`src/logic/sleep_ctrl_pkg.sv`:
```
// constants and types shared by the sleep-mode and clock-gating controller
package sleep_ctrl_pkg;
  localparam int CLK_MHZ = 40;
  // register port
  localparam int       ADDR_W      = 8;
  localparam int       DATA_W      = 8;
  localparam bit [7:0] ADDR_SLEEP_MODE_CONTROL_REG   = 8'h00;
  localparam bit [7:0] ADDR_PRR    = 8'h01;
  localparam bit [7:0] ADDR_STATUS = 8'h02;
  localparam bit [7:0] SLEEP_MODE_CONTROL_REG_MASK   = 8'h0F;
  localparam bit [7:0] PRR_MASK    = 8'hB5;
  localparam bit [7:0] SLEEP_MODE_CONTROL_REG_RESET  = 8'h00;
  localparam bit [7:0] PRR_RESET   = 8'h00;
  // field positions
  localparam int SE_BIT      = 0;
  localparam int SM_LO       = 1;
  localparam int SM_HI       = 3;
  localparam int PR_ADC_BIT  = 0;
  localparam int PR_SPI_BIT  = 2;
  localparam int PR_TIM1_BIT = 4;
  localparam int PR_PSCR_BIT = 5;
  localparam int PR_PSC2_BIT = 7;
  // sleep mode codes
  localparam bit [2:0] MODE_IDLE    = 3'h0;
  localparam bit [2:0] MODE_ADCNR   = 3'h1;
  localparam bit [2:0] MODE_PWRDOWN = 3'h2;
  localparam bit [2:0] MODE_STANDBY = 3'h6;
  // clock source codes at or above this select a crystal or resonator
  localparam bit [3:0] XTAL_CODE_MIN = 4'h8;
  // timing
  localparam int WAKE_CNT_W      = 20;
  localparam int HALT_CYCLES     = 4;
  localparam int STANDBY_CYCLES  = 6;
  localparam int PD_WAKE_XTAL_US = 1000;
  localparam int PD_WAKE_RC_NS   = 2000;
  localparam int PD_WAKE_XTAL_CYC_DEF = PD_WAKE_XTAL_US * CLK_MHZ;
  localparam int PD_WAKE_RC_CYC  = (PD_WAKE_RC_NS * CLK_MHZ + 999) / 1000;

  typedef enum logic [1:0] {
    FSM_ACTIVE = 2'h0,
    FSM_SLEEP  = 2'h1,
    FSM_WAKE   = 2'h3,
    FSM_HALT   = 2'h2
  } fsm_t;

  typedef struct packed {
    logic main_osc;
    logic pll;
    logic adc;
    logic io;
    logic flash;
    logic cpu;
  } clk_en_t;

  typedef struct packed {
    logic psc2;
    logic pscr;
    logic tim1;
    logic spi;
    logic adc;
  } per_en_t;

  typedef struct packed {
    logic timer;
    logic power_stage_controller;
    logic spm_ee;
    logic adc_done;
    logic wdt;
    logic comparator;
    logic spi;
    logic other;
  } irq_req_t;

  typedef struct packed {
    logic external;
    logic watchdog;
    logic brownout;
  } rst_ev_t;
endpackage : sleep_ctrl_pkg

```
`src/logic/sleep_ctrl.sv`:
```
// sleep-mode sequencer, clock-domain gating and per-peripheral clock stop
// How it works
// [RULE1] sleep entry needs sleep enable set then sleep instruction; mode field picks mode
// [RULE2] enabled interrupt wakes; core held four cycles after start-up, then handler
// [RULE3] register file and SRAM are never cleared by sleep or wake
// [RULE4] any reset during sleep wakes and restarts from the reset vector
// [RULE5] code 000 is Idle: only CPU and flash clocks stop
// [RULE6] Idle wakes on any enabled interrupt, external or internal
// [RULE7] entering Idle or ADC noise reduction with converter enabled starts a conversion
// [RULE8] code 001 is ADC noise reduction: I/O, CPU and flash clocks stop
// [RULE9] noise reduction wakes on conversion done, resets, timer, SPM/EEPROM, level lines
// [RULE10] code 010 is Power-down: all generated clocks and oscillator stop
// [RULE11] Power-down wakes on resets, power stage, level lines; never on edges
// [RULE12] outside source holds wake level long enough to be registered
// [RULE13] Power-down wake waits a start-up delay chosen by the clock source fuses
// [RULE14] code 110 with crystal is Standby: oscillator runs, wake in six cycles
// [RULE15] power-reduction bit stops a peripheral clock and blocks its registers
// [RULE16] clearing the bit restarts the clock with the frozen state intact
// [RULE17] software should disable a peripheral before stopping its clock
// [RULE18] peripheral gating matters in Active and Idle; deeper modes stop clocks anyway
// [RULE19] main source on in Idle, noise reduction, Standby; PLL, ADC in first two
// [RULE20] software sets sleep enable just before sleeping and clears it after waking
// [RULE21] codes 011, 100, 101, 111 are reserved
// [RULE22] sleep with enable clear or reserved code just continues, nothing gated
//
// The implementer's own choices: the placing of the registers and the strobed register port.
`timescale 1ns/1ps
module sleep_ctrl #(
  parameter int PD_WAKE_XTAL_CYC = sleep_ctrl_pkg::PD_WAKE_XTAL_CYC_DEF
) (
  // clock and reset
  input  wire logic                            CLOCK,
  input  wire logic                            RST,
  // register port
  input  wire logic [sleep_ctrl_pkg::ADDR_W-1:0] ADDR,
  input  wire logic [sleep_ctrl_pkg::DATA_W-1:0] WDATA,
  input  wire logic                            WR,
  input  wire logic                            RD,
  output logic      [sleep_ctrl_pkg::DATA_W-1:0] RDATA,
  // processor core
  input  wire logic                            SLEEP_EXEC,
  output logic                                 CORE_HALT,
  output logic                                 RESUME_IRQ,
  output logic                                 RESUME_VECTOR,
  // wake sources
  input  wire sleep_ctrl_pkg::irq_req_t        IRQ_REQ,
  input  wire sleep_ctrl_pkg::rst_ev_t         RESET_EVENTS,
  input  wire logic [2:0]                      EXTERNAL_INTERRUPT_LINES,
  input  wire logic [2:0]                      EXT_LEVEL_MODE,
  input  wire logic [2:0]                      EXT_ENABLE,
  // configuration
  input  wire logic [3:0]                      CLOCK_SOURCE_FUSES,
  input  wire logic                            ADC_ENABLED,
  // clock gating and peripheral control
  output sleep_ctrl_pkg::clk_en_t              CLK_EN,
  output sleep_ctrl_pkg::per_en_t              PERIPH_CLK_EN,
  output sleep_ctrl_pkg::per_en_t              PERIPH_REG_EN,
  output logic                                 ADC_AUTO_START
);
  import sleep_ctrl_pkg::*;

  typedef struct packed {
    fsm_t                  fsm;
    logic [WAKE_CNT_W-1:0] cnt;
    logic                  vec_pending;
    logic [7:0]            sleep_mode_control_reg;
    logic [7:0]            power_reduction_reg;
    logic [3:0]            fuses;
    logic                  fuse_taken;
    logic [2:0]            s1;
    logic [2:0]            s2;
    logic [2:0]            s3;
    logic [2:0]            filt;
    logic [2:0]            prev;
    clk_en_t               clk;
    per_en_t               pen;
    per_en_t               preg;
    logic                  halt;
    logic                  resume_irq;
    logic                  resume_vec;
    logic                  adc_start;
    logic [7:0]            rdata;
  } st_t;

  st_t st_r;
  st_t st_nxt;

  logic [2:0] mode;
  logic       xtal;
  logic       mode_ok;
  logic [2:0] lvl;
  logic [2:0] edg;
  logic       rst_ev;
  logic       wake_src;

  assign mode = st_r.sleep_mode_control_reg[SM_HI:SM_LO];
  assign xtal = st_r.fuses >= XTAL_CODE_MIN;
  // reserved codes and Standby without crystal never sleep
  assign mode_ok = (mode == MODE_IDLE) || (mode == MODE_ADCNR) ||
                   (mode == MODE_PWRDOWN) || (mode == MODE_STANDBY && xtal); // [RULE21] [RULE14]
  // level lines are active low
  assign lvl = ~st_r.filt & EXT_LEVEL_MODE & EXT_ENABLE;
  assign edg = (st_r.filt ^ st_r.prev) & ~EXT_LEVEL_MODE & EXT_ENABLE;
  assign rst_ev = RESET_EVENTS.external | RESET_EVENTS.watchdog | RESET_EVENTS.brownout;

  always_comb begin
    unique case (mode)
      MODE_IDLE:  wake_src = (|IRQ_REQ) | (|lvl) | (|edg); // [RULE6]
      MODE_ADCNR: wake_src = IRQ_REQ.adc_done | IRQ_REQ.timer | IRQ_REQ.spm_ee |
                             IRQ_REQ.wdt | (|lvl); // [RULE9]
      // edge requests deliberately absent here
      default:    wake_src = IRQ_REQ.power_stage_controller | IRQ_REQ.wdt | (|lvl); // [RULE11]
    endcase
  end

  always_comb begin
    st_nxt = st_r;
    st_nxt.resume_irq = 1'b0;
    st_nxt.resume_vec = 1'b0;
    st_nxt.adc_start  = 1'b0;
    st_nxt.rdata      = 8'h00;
    // strap caught on the first edge after reset release
    if (!st_r.fuse_taken) begin
      st_nxt.fuses      = CLOCK_SOURCE_FUSES;
      st_nxt.fuse_taken = 1'b1;
    end
    // a wake level counts once s2 or s3 sees it; filt returns high only when s2 and s3 are both high
    st_nxt.s1   = EXTERNAL_INTERRUPT_LINES;
    st_nxt.s2   = st_r.s1;
    st_nxt.s3   = st_r.s2;
    st_nxt.filt = (st_r.s2 & st_r.s3) | (st_r.filt & ~(st_r.s2 ^ st_r.s3)); // [RULE12]
    st_nxt.prev = st_r.filt;
    if (WR && ADDR == ADDR_SLEEP_MODE_CONTROL_REG) begin
      st_nxt.sleep_mode_control_reg = WDATA & SLEEP_MODE_CONTROL_REG_MASK;
    end
    if (WR && ADDR == ADDR_PRR) begin
      st_nxt.power_reduction_reg = WDATA & PRR_MASK; // [RULE15] [RULE16]
    end
    if (RD) begin
      unique case (ADDR)
        ADDR_SLEEP_MODE_CONTROL_REG:   st_nxt.rdata = st_r.sleep_mode_control_reg;
        ADDR_PRR:    st_nxt.rdata = st_r.power_reduction_reg;
        ADDR_STATUS: st_nxt.rdata = {st_r.fuses, xtal, st_r.vec_pending, st_r.fsm};
        default:     st_nxt.rdata = 8'h00;
      endcase
    end
    unique case (st_r.fsm)
      FSM_ACTIVE: begin
        if (SLEEP_EXEC && st_r.sleep_mode_control_reg[SE_BIT] && mode_ok) begin // [RULE1] [RULE22]
          st_nxt.fsm = FSM_SLEEP;
          st_nxt.adc_start = ADC_ENABLED &&
                             (mode == MODE_IDLE || mode == MODE_ADCNR); // [RULE7]
        end
      end
      FSM_SLEEP: begin
        if (rst_ev || wake_src) begin
          st_nxt.vec_pending = rst_ev; // [RULE4]
          if (mode == MODE_IDLE || mode == MODE_ADCNR) begin
            st_nxt.fsm = FSM_HALT;
            st_nxt.cnt = WAKE_CNT_W'(HALT_CYCLES);
          end else begin
            st_nxt.fsm = FSM_WAKE;
            if (mode == MODE_STANDBY) begin
              st_nxt.cnt = WAKE_CNT_W'(STANDBY_CYCLES); // [RULE14]
            end else if (xtal) begin
              st_nxt.cnt = WAKE_CNT_W'(PD_WAKE_XTAL_CYC); // [RULE13]
            end else begin
              st_nxt.cnt = WAKE_CNT_W'(PD_WAKE_RC_CYC); // [RULE13]
            end
          end
        end
      end
      FSM_WAKE: begin
        if (st_r.cnt <= WAKE_CNT_W'(1)) begin
          st_nxt.fsm = FSM_HALT;
          st_nxt.cnt = WAKE_CNT_W'(HALT_CYCLES); // [RULE2]
        end else begin
          st_nxt.cnt = st_r.cnt - WAKE_CNT_W'(1);
        end
      end
      FSM_HALT: begin
        if (st_r.cnt <= WAKE_CNT_W'(1)) begin
          // core state untouched: resume or vector, never a memory clear
          st_nxt.fsm         = FSM_ACTIVE; // [RULE3]
          st_nxt.resume_vec  = st_r.vec_pending; // [RULE4]
          st_nxt.resume_irq  = ~st_r.vec_pending; // [RULE2]
          st_nxt.vec_pending = 1'b0;
        end else begin
          st_nxt.cnt = st_r.cnt - WAKE_CNT_W'(1);
        end
      end
    endcase
    // clock domains follow the next state so the outputs are registered
    st_nxt.clk = '1;
    if (st_nxt.fsm == FSM_WAKE) begin
      st_nxt.clk = '0;
      st_nxt.clk.main_osc = 1'b1;
    end else if (st_nxt.fsm == FSM_SLEEP) begin
      st_nxt.clk = '0;
      unique case (mode)
        MODE_IDLE: begin
          st_nxt.clk.io       = 1'b1; // [RULE5]
          st_nxt.clk.adc      = 1'b1; // [RULE19]
          st_nxt.clk.pll      = 1'b1;
          st_nxt.clk.main_osc = 1'b1;
        end
        MODE_ADCNR: begin
          st_nxt.clk.adc      = 1'b1; // [RULE8] [RULE19]
          st_nxt.clk.pll      = 1'b1;
          st_nxt.clk.main_osc = 1'b1;
        end
        MODE_STANDBY: st_nxt.clk.main_osc = 1'b1; // [RULE14] [RULE19]
        default:      st_nxt.clk.main_osc = 1'b0; // [RULE10]
      endcase
    end
    // peripheral gates ride on their domain clock
    st_nxt.pen.psc2 = ~st_nxt.power_reduction_reg[PR_PSC2_BIT] & st_nxt.clk.io; // [RULE18]
    st_nxt.pen.pscr = ~st_nxt.power_reduction_reg[PR_PSCR_BIT] & st_nxt.clk.io;
    st_nxt.pen.tim1 = ~st_nxt.power_reduction_reg[PR_TIM1_BIT] & st_nxt.clk.io;
    st_nxt.pen.spi  = ~st_nxt.power_reduction_reg[PR_SPI_BIT] & st_nxt.clk.io;
    st_nxt.pen.adc  = ~st_nxt.power_reduction_reg[PR_ADC_BIT] & st_nxt.clk.adc;
    st_nxt.preg = {~st_nxt.power_reduction_reg[PR_PSC2_BIT], ~st_nxt.power_reduction_reg[PR_PSCR_BIT],
                   ~st_nxt.power_reduction_reg[PR_TIM1_BIT], ~st_nxt.power_reduction_reg[PR_SPI_BIT],
                   ~st_nxt.power_reduction_reg[PR_ADC_BIT]}; // [RULE15]
    st_nxt.halt = st_nxt.fsm != FSM_ACTIVE;
  end

  always_ff @(posedge CLOCK or posedge RST) begin
    if (RST) begin
      st_r <= '{fsm: FSM_ACTIVE, sleep_mode_control_reg: SLEEP_MODE_CONTROL_REG_RESET, power_reduction_reg: PRR_RESET,
                clk: '1, pen: '1, preg: '1, s1: '1, s2: '1, s3: '1,
                filt: '1, prev: '1, default: '0};
    end else begin
      st_r <= st_nxt;
    end
  end

  assign RDATA          = st_r.rdata;
  assign CORE_HALT      = st_r.halt;
  assign RESUME_IRQ     = st_r.resume_irq;
  assign RESUME_VECTOR  = st_r.resume_vec;
  assign CLK_EN         = st_r.clk;
  assign PERIPH_CLK_EN  = st_r.pen;
  assign PERIPH_REG_EN  = st_r.preg;
  assign ADC_AUTO_START = st_r.adc_start;
endmodule : sleep_ctrl

```
`config.mk`:
```
export PLATFORM = sky130hd
export DESIGN_NAME = sleep_ctrl
export DESIGN_NICKNAME = d
export VERILOG_FILES = /design/src/logic/sleep_ctrl_pkg.sv /design/src/logic/sleep_ctrl.sv
export SDC_FILE = /design/constraint.sdc
export NUM_CORES = 1
export LEC_CHECK = 0
export BUFFER_PORTS_ARGS = -buffer_cell sky130_fd_sc_hd__buf_2
export CORE_MARGIN = 4
export CORE_UTILIZATION = 35
export CTS_BUF_LIST = sky130_fd_sc_hd__clkbuf_2 sky130_fd_sc_hd__clkbuf_4 sky130_fd_sc_hd__clkbuf_8
export DETAILED_ROUTE_END_ITERATION = 6
export PLACE_DENSITY = 0.62
export SLEW_MARGIN = 20
export SYNTH_ARGS = -nofsm -noshare
export SYNTH_HDL_FRONTEND = slang
export SYNTH_SLANG_ARGS = --single-unit
```
`constraint.sdc`:
```
create_clock -name CLOCK -period 4.32 [get_ports CLOCK]
set_input_delay 0.648 -clock CLOCK [delete_from_list [all_inputs] [get_ports CLOCK]]
set_output_delay 0.648 -clock CLOCK [all_outputs]
set_load 0.01 [all_outputs]
```
==> results.md, run 1 <==
* First-pass GRT wire length at 14.5 mm
* Pwr dens at 326 nW/um2
* Detailed placement HPWL at 6.61 mm
* Worst skew pair latency at 0.36 ns
* Drt wl/cell at 16.0 um
* Cell variety after synth at 62
* Via count at 2841
* Fin cells at 548
* Slew Limit Fails at 0
* HP Class: reg2reg
* Setup TNS Final at 0 ns
* Total grt overflow at 0
* # resized after CTS at 0
* Yosys top cell area share at 32.1%
* Most numerous cell in the Yosys netlist: dfrtp_1
* Routed vias/inst at 5.18
* H-tree Lvls at 3
* Synthesized area at 3820 um2
* Worst endpoint required time at 4.54 ns
* Nature of the critical path endpoint: flop
* DRT antenna net count at 0
* Max Cap Viol at 0
* Die Y at 113 um
* Post-synth EDFFs at 0
* Critical path type: reg2reg
* Unrepaired setup endpoints after global routing: no
* Net Count, Synth at 411
* Root Buffer: clkbuf_8
* Final setup fails at 0
* Status: complete, no violations
* Final #Nets at 458
* CTS max path bufs at 2
* Vias in the first global route at 2829
* Synth cell count leaders: dfrtp_1, nor2_1, dfstp_2, buf_4, nand2_1
* CTS Sinks at 78
* Yosys top cell by area: dfrtp_1
* Post CTS Setup Buffer Count at 0
* Ys async rst share at 100%
* #FFs+latches synth at 78
* Final worst-path cycle share at 69.4%
* Routed wire length at 8.76 mm
* Area grow syn2layout at 12.4%
* Leak Pwr at 1.88 nW
* CTS buffer count at 9
* Diode count at 0
* Initial antenna violation count at 0
* Top-Level Pins at 74
* Gpl congestion at 0.875
* TritonCTS clock tree: built
* Most used DFF post-synth: dfrtp_1
* Drt pass-1 iters at 4
* Cells after DPL at 532
* YS warnings at 0
* Fillers at 1056
* Register area share after synthesis at 52.0%
* Max-slew headroom at 45.6%
* Syn Area/Cell at 10.6 um2
* CP arrival at 3.22 ns
* Final Hold Viols at 0
* Full die area at 12700 um2
* Area contributors post-synth: dfrtp_1, dfstp_2, buf_4, mux2_2, nor2_1
* Chip Width at 113 um
* Initial Util at 36.6%
* DRC viols at 0
* Synth Instances at 360
* Max Clock Freq at 333 MHz
* Worst-path maximum fanout at 13
* Max IR drop VDD at 0.180 mV
* Largest net degree at the start of global routing at 41
* Worst-Margin Slew at 0.814 ns
* IO buf count at 72
* Number of DRC markers in iteration 0 at 199
* Hold_buf cts at 0
* Fin crit period at 3.00 ns
* Worst-path clk slew at 0.08 ns
* Share of layout cells above drive strength 1 at 35.7%
* Clock skew at 0.0101 ns
* Critical path launch point type: flop
* Row count at 37
* Gr usage total at 14.2%
* Area of the core at 10500 um2
## worst paths after layout
kind                       slack [ns]  depth (start not counted)       start          endpoint
max                              1.32                          6    st_r[77]          st_r[75]
min                              0.36                          0  st_nxt[39]        st_nxt[36]
max reg2reg                      1.32                          6    st_r[77]          st_r[75]
min reg2reg                      0.36                          0  st_nxt[39]        st_nxt[36]
max in group asynchronous        2.86                          3         RST  PERIPH_CLK_EN[0]
min in group asynchronous        0.44                          2         RST          st_r[50]
## flip-flops by register name (all words and copies together) (netlist names)
name            flops
PERIPH_REG_EN       5
st_nxt              9
CLK_EN              4
RESUME_VECTOR       1
RESUME_IRQ          1
RDATA               8
PERIPH_CLK_EN       5
ADC_AUTO_START      1
CORE_HALT           1
mode                3
st_r               40
## layer usage
metal	up-vias	GRT usage [%]	part of all wire, %
met5	-	0	0
met4	0	3.77	1.1
met3	10	3.94	5.3
met2	84	21.7	47
met1	1382	19.8	47
li1	1365	-	-
## cells by family (layout without fill, tap and decap cells)
group / after synthesis / after routing / synth area share (%)
muxes: 19 / 19 / 5.36
other: 1 / 1 / 0.0980
and+or+nand+nor: 117 / 117 / 16.1
adders and majority gates: 5 / 5 / 1.64
buffers and inverters: 54 / 106 / 8.37
DFF: 78 / 78 / 52.0
xor gates and xnor gates: 4 / 4 / 0.916
AOI/OAI and AO/OA: 82 / 82 / 15.5
## layout by cell type, fill, tap and decap left out, drive strengths merged, types with 3 or more instances in the layout
| cell | netlist | layout |
|---|---|---|
| nor4 | 5 | 5 |
| clkbuf | 7 | 10 |
| inv | 16 | 19 |
| dfstp | 29 | 29 |
| nor3 | 17 | 17 |
| mux2i | 7 | 7 |
| nand3 | 4 | 4 |
| a211oi | 3 | 3 |
| a22oi | 3 | 3 |
| nand4 | 3 | 3 |
| nor2b | 3 | 3 |
| ha | 5 | 5 |
| o21ai | 23 | 23 |
| or4 | 8 | 8 |
| or3 | 4 | 4 |
| a21oi | 15 | 15 |
| nor2 | 35 | 35 |
| buf | 31 | 74 |
| a31oi | 5 | 5 |
| xnor2 | 3 | 3 |
| o22ai | 6 | 6 |
| mux2 | 12 | 12 |
| and3 | 3 | 3 |
| nor3b | 4 | 4 |
| o31ai | 8 | 8 |
| nand2 | 20 | 20 |
| dfrtp | 49 | 49 |
## worst max-delay path, stage by stage (launching register included)
cell,delay [ns]
dfrtp_1,0.42
or4_1,0.55
or4_1,0.67
o41ai_4,0.78
nor2b_1,0.13
o31ai_1,0.22
o21ai_1,0.10
## stage by stage
stage / setup slack, ns / power [W] / hold slack (ns) / utilization (%) / instance area [um2]
2_1_floorplan: 1.72 / 0.000858 / 0.345 / - / 3820
3_3_place_gp: 1.41 / 0.000894 / 0.346 / 39.3 / 4110
3_5_place_dp: 1.34 / 0.000897 / 0.349 / 39.3 / 4110
4_1_cts: 1.33 / 0.00142 / 0.361 / 41.1 / 4300
5_1_grt: 1.15 / 0.00147 / 0.354 / 41.1 / 4300
6_report: 1.32 / 0.00140 / 0.358 / 41.1 / 4300
## power by group
group | switching, W | total, W | internal (W)
logic | 0.0000522 | 0.0000960 | 0.0000438
clock network | 0.000289 | 0.000522 | 0.000233
registers | 0.0000192 | 0.000785 | 0.000766
## cell type report
class | instances | area (um2) | area share (%)
Inverter | 16 | 60.1 | 1.40
Clock buffer | 10 | 138 | 3.20
Multi-Input combinational cell | 228 | 1520 | 35.3
Tap cell | 136 | 170 | 3.96
Clock inverter | 6 | 52.6 | 1.22
Timing Repair Buffer | 74 | 375 | 8.73
Sequential cell | 78 | 1990 | 46.2
Power figures use the tool's default switching activity.
==> run 2: changes to the inputs <==
--- a/config.mk
+++ b/config.mk
@@ -10,7 +10,7 @@
 export CORE_UTILIZATION = 35
 export CTS_BUF_LIST = sky130_fd_sc_hd__clkbuf_2 sky130_fd_sc_hd__clkbuf_4 sky130_fd_sc_hd__clkbuf_8
 export DETAILED_ROUTE_END_ITERATION = 6
-export PLACE_DENSITY = 0.62
+export PLACE_DENSITY = 0.64
 export SLEW_MARGIN = 20
 export SYNTH_ARGS = -nofsm -noshare
 export SYNTH_HDL_FRONTEND = slang
==> constraint.sdc (replaced) <==
create_clock -name CLOCK -period 2.75 [get_ports CLOCK]
set_input_delay 0.4125 -clock CLOCK [delete_from_list [all_inputs] [get_ports CLOCK]]
set_output_delay 0.4125 -clock CLOCK [all_outputs]
set_load 0.01 [all_outputs]
==> results.md, run 2 (synthesized netlist as in run 1, its figures left out) <==
* Status: complete, no violations
* Full die area at 12700 um2
* Number of DRC markers in iteration 0 at 149
* Area of the core at 10500 um2
* CP arrival at 2.79 ns
* Dpl ws at 0.0869 ns
* Max Clock Freq at 392 MHz
* Max FFs per register at 40
* Share of layout cells above drive strength 1 at 39.2%
* Max Cap Viol at 0
* Drt pass-1 iters at 4
* Commonest cells after routing, fill and taps aside: buf_2, dfrtp_1, nor2_1
* H-tree Lvls at 3
* Commonest non-fill, non-tap cell in the layout: buf_2
* Flop pwr share at 51.7%
* Worst endpoint required time at 2.99 ns
* Clock skew at 0.00825 ns
* Via count at 2931
* # resized after CTS at 0
* CTS buffer count at 9
* HP Class: in2reg
* Clock power share at 41.5%
* Final worst-path cycle share at 92.8%
* Internal at 0.00181 W
* Routed vias/inst at 5.14
* Worst-path clk slew at 0.09 ns
* Total power at 0.00238 W
* Routed wire length at 8.80 mm
* Die Y at 113 um
* Row count at 37
* Final #Nets at 480
* Chip Width at 113 um
* Root Buffer: clkbuf_8
* CTS max path bufs at 2
* CTS Sinks at 78
* Total grt overflow at 0
* First-pass GRT wire length at 14.8 mm
* Drt wl/cell at 15.4 um
* Vias in the first global route at 2945
* Worst skew pair latency at 0.36 ns
* Critical path type: reg2reg
* Area grow syn2layout at 19.2%
* Fin crit period at 2.55 ns
* Final setup fails at 0
* Sw Ratio at 24.1%
* Hold_buf cts at 0
* Worst-Margin Slew at 0.767 ns
* Pwr dens at 522 nW/um2
* Gate power share at 6.9%
* Critical path launch point type: flop
* Leak Pwr at 2.03 nW
* Largest reg by FF count: st_r
* Setup TNS Final at 0 ns
* DRC viols at 0
* Fillers at 1034
* Max IR drop VDD at 0.330 mV
* Net switching power at 0.000572 W
* Gpl congestion at 0.884
* Max-slew headroom at 48.8%
* DRT antenna net count at 0
* Diode count at 0
* Post CTS Setup Buffer Count at 0
* Gr usage total at 14.5%
* Top-Level Pins at 74
* TritonCTS clock tree: built
* Largest net degree at the start of global routing at 37
* Detailed placement HPWL at 6.61 mm
* Worst-path maximum fanout at 11
* Slew Limit Fails at 0
* Post-route setup slack at 0.199 ns
* Initial Util at 36.6%
* Final Hold Viols at 0
* Initial antenna violation count at 0
* IO buf count at 72
* Unrepaired setup endpoints after global routing: no
* Nature of the critical path endpoint: flop
==> run 2: layout make-up <==
class | instances | area (um2) | share of cell area [%]
Clock buffer | 9 | 124 | 2.72
Clock inverter | 7 | 105 | 2.31
Inverter | 16 | 60.1 | 1.32
Multi-Input combinational cell | 228 | 1520 | 33.4
Sequential cell | 78 | 1990 | 43.6
Tap cell | 136 | 170 | 3.73
Timing Repair Buffer | 96 | 591 | 13.0
==> run 2: routing by layer <==
metal  up-vias  global-route usage [%]  part of all wire (%)
met3        11                    3.07                   4.9
met2        82                    22.4                    48
met5         -                       0                     0
met1      1432                    20.4                    46
li1       1406                       -                     -
met4         0                    4.73                   1.3
==> run 2: critical path, stage by stage (launching register included) <==
cell,delay (ns)
dfrtp_1,0.38
or4_1,0.56
or4_4,0.57
o31a_4,0.43
buf_4,0.20
nor3_2,0.23
a21oi_1,0.06
==> run 2: final timing paths <==
path / start / to / slack, ns / cells past startpoint
min in group asynchronous: RST / st_r[55] / 0.19 / 2
min: EXTERNAL_INTERRUPT_LINES[1] / st_nxt[38] / 0.14 / 1
max: st_r[77] / st_r[84] / 0.20 / 6
min reg2reg: st_nxt[39] / st_nxt[36] / 0.36 / 0
max reg2reg: st_r[77] / st_r[84] / 0.20 / 6
max in group asynchronous: RST / st_r[36] / 1.79 / 3
==> run 2: power by group through the flow <==
stage	logic [W]	registers [W]	clock network [W]
final	0.000163	0.00123	0.000986
after global routing	0.000186	0.00124	0.00107
after detailed placement	0.000167	0.00125	0
after global placement	0.000162	0.00125	0
after CTS	0.000167	0.00123	0.00102
after floorplan	0.000105	0.00124	0
==> run 2: metrics by stage <==
stage	cell area [um2]	utilization [%]	hold slack, ns	instances
after floorplan	3820	-	0.345	360
after global placement	4330	41.3	0.346	554
after detailed placement	4330	41.3	0.349	554
after CTS	4550	43.5	0.123	570
after global routing	4560	43.6	0.123	570
final	4560	43.6	0.141	570
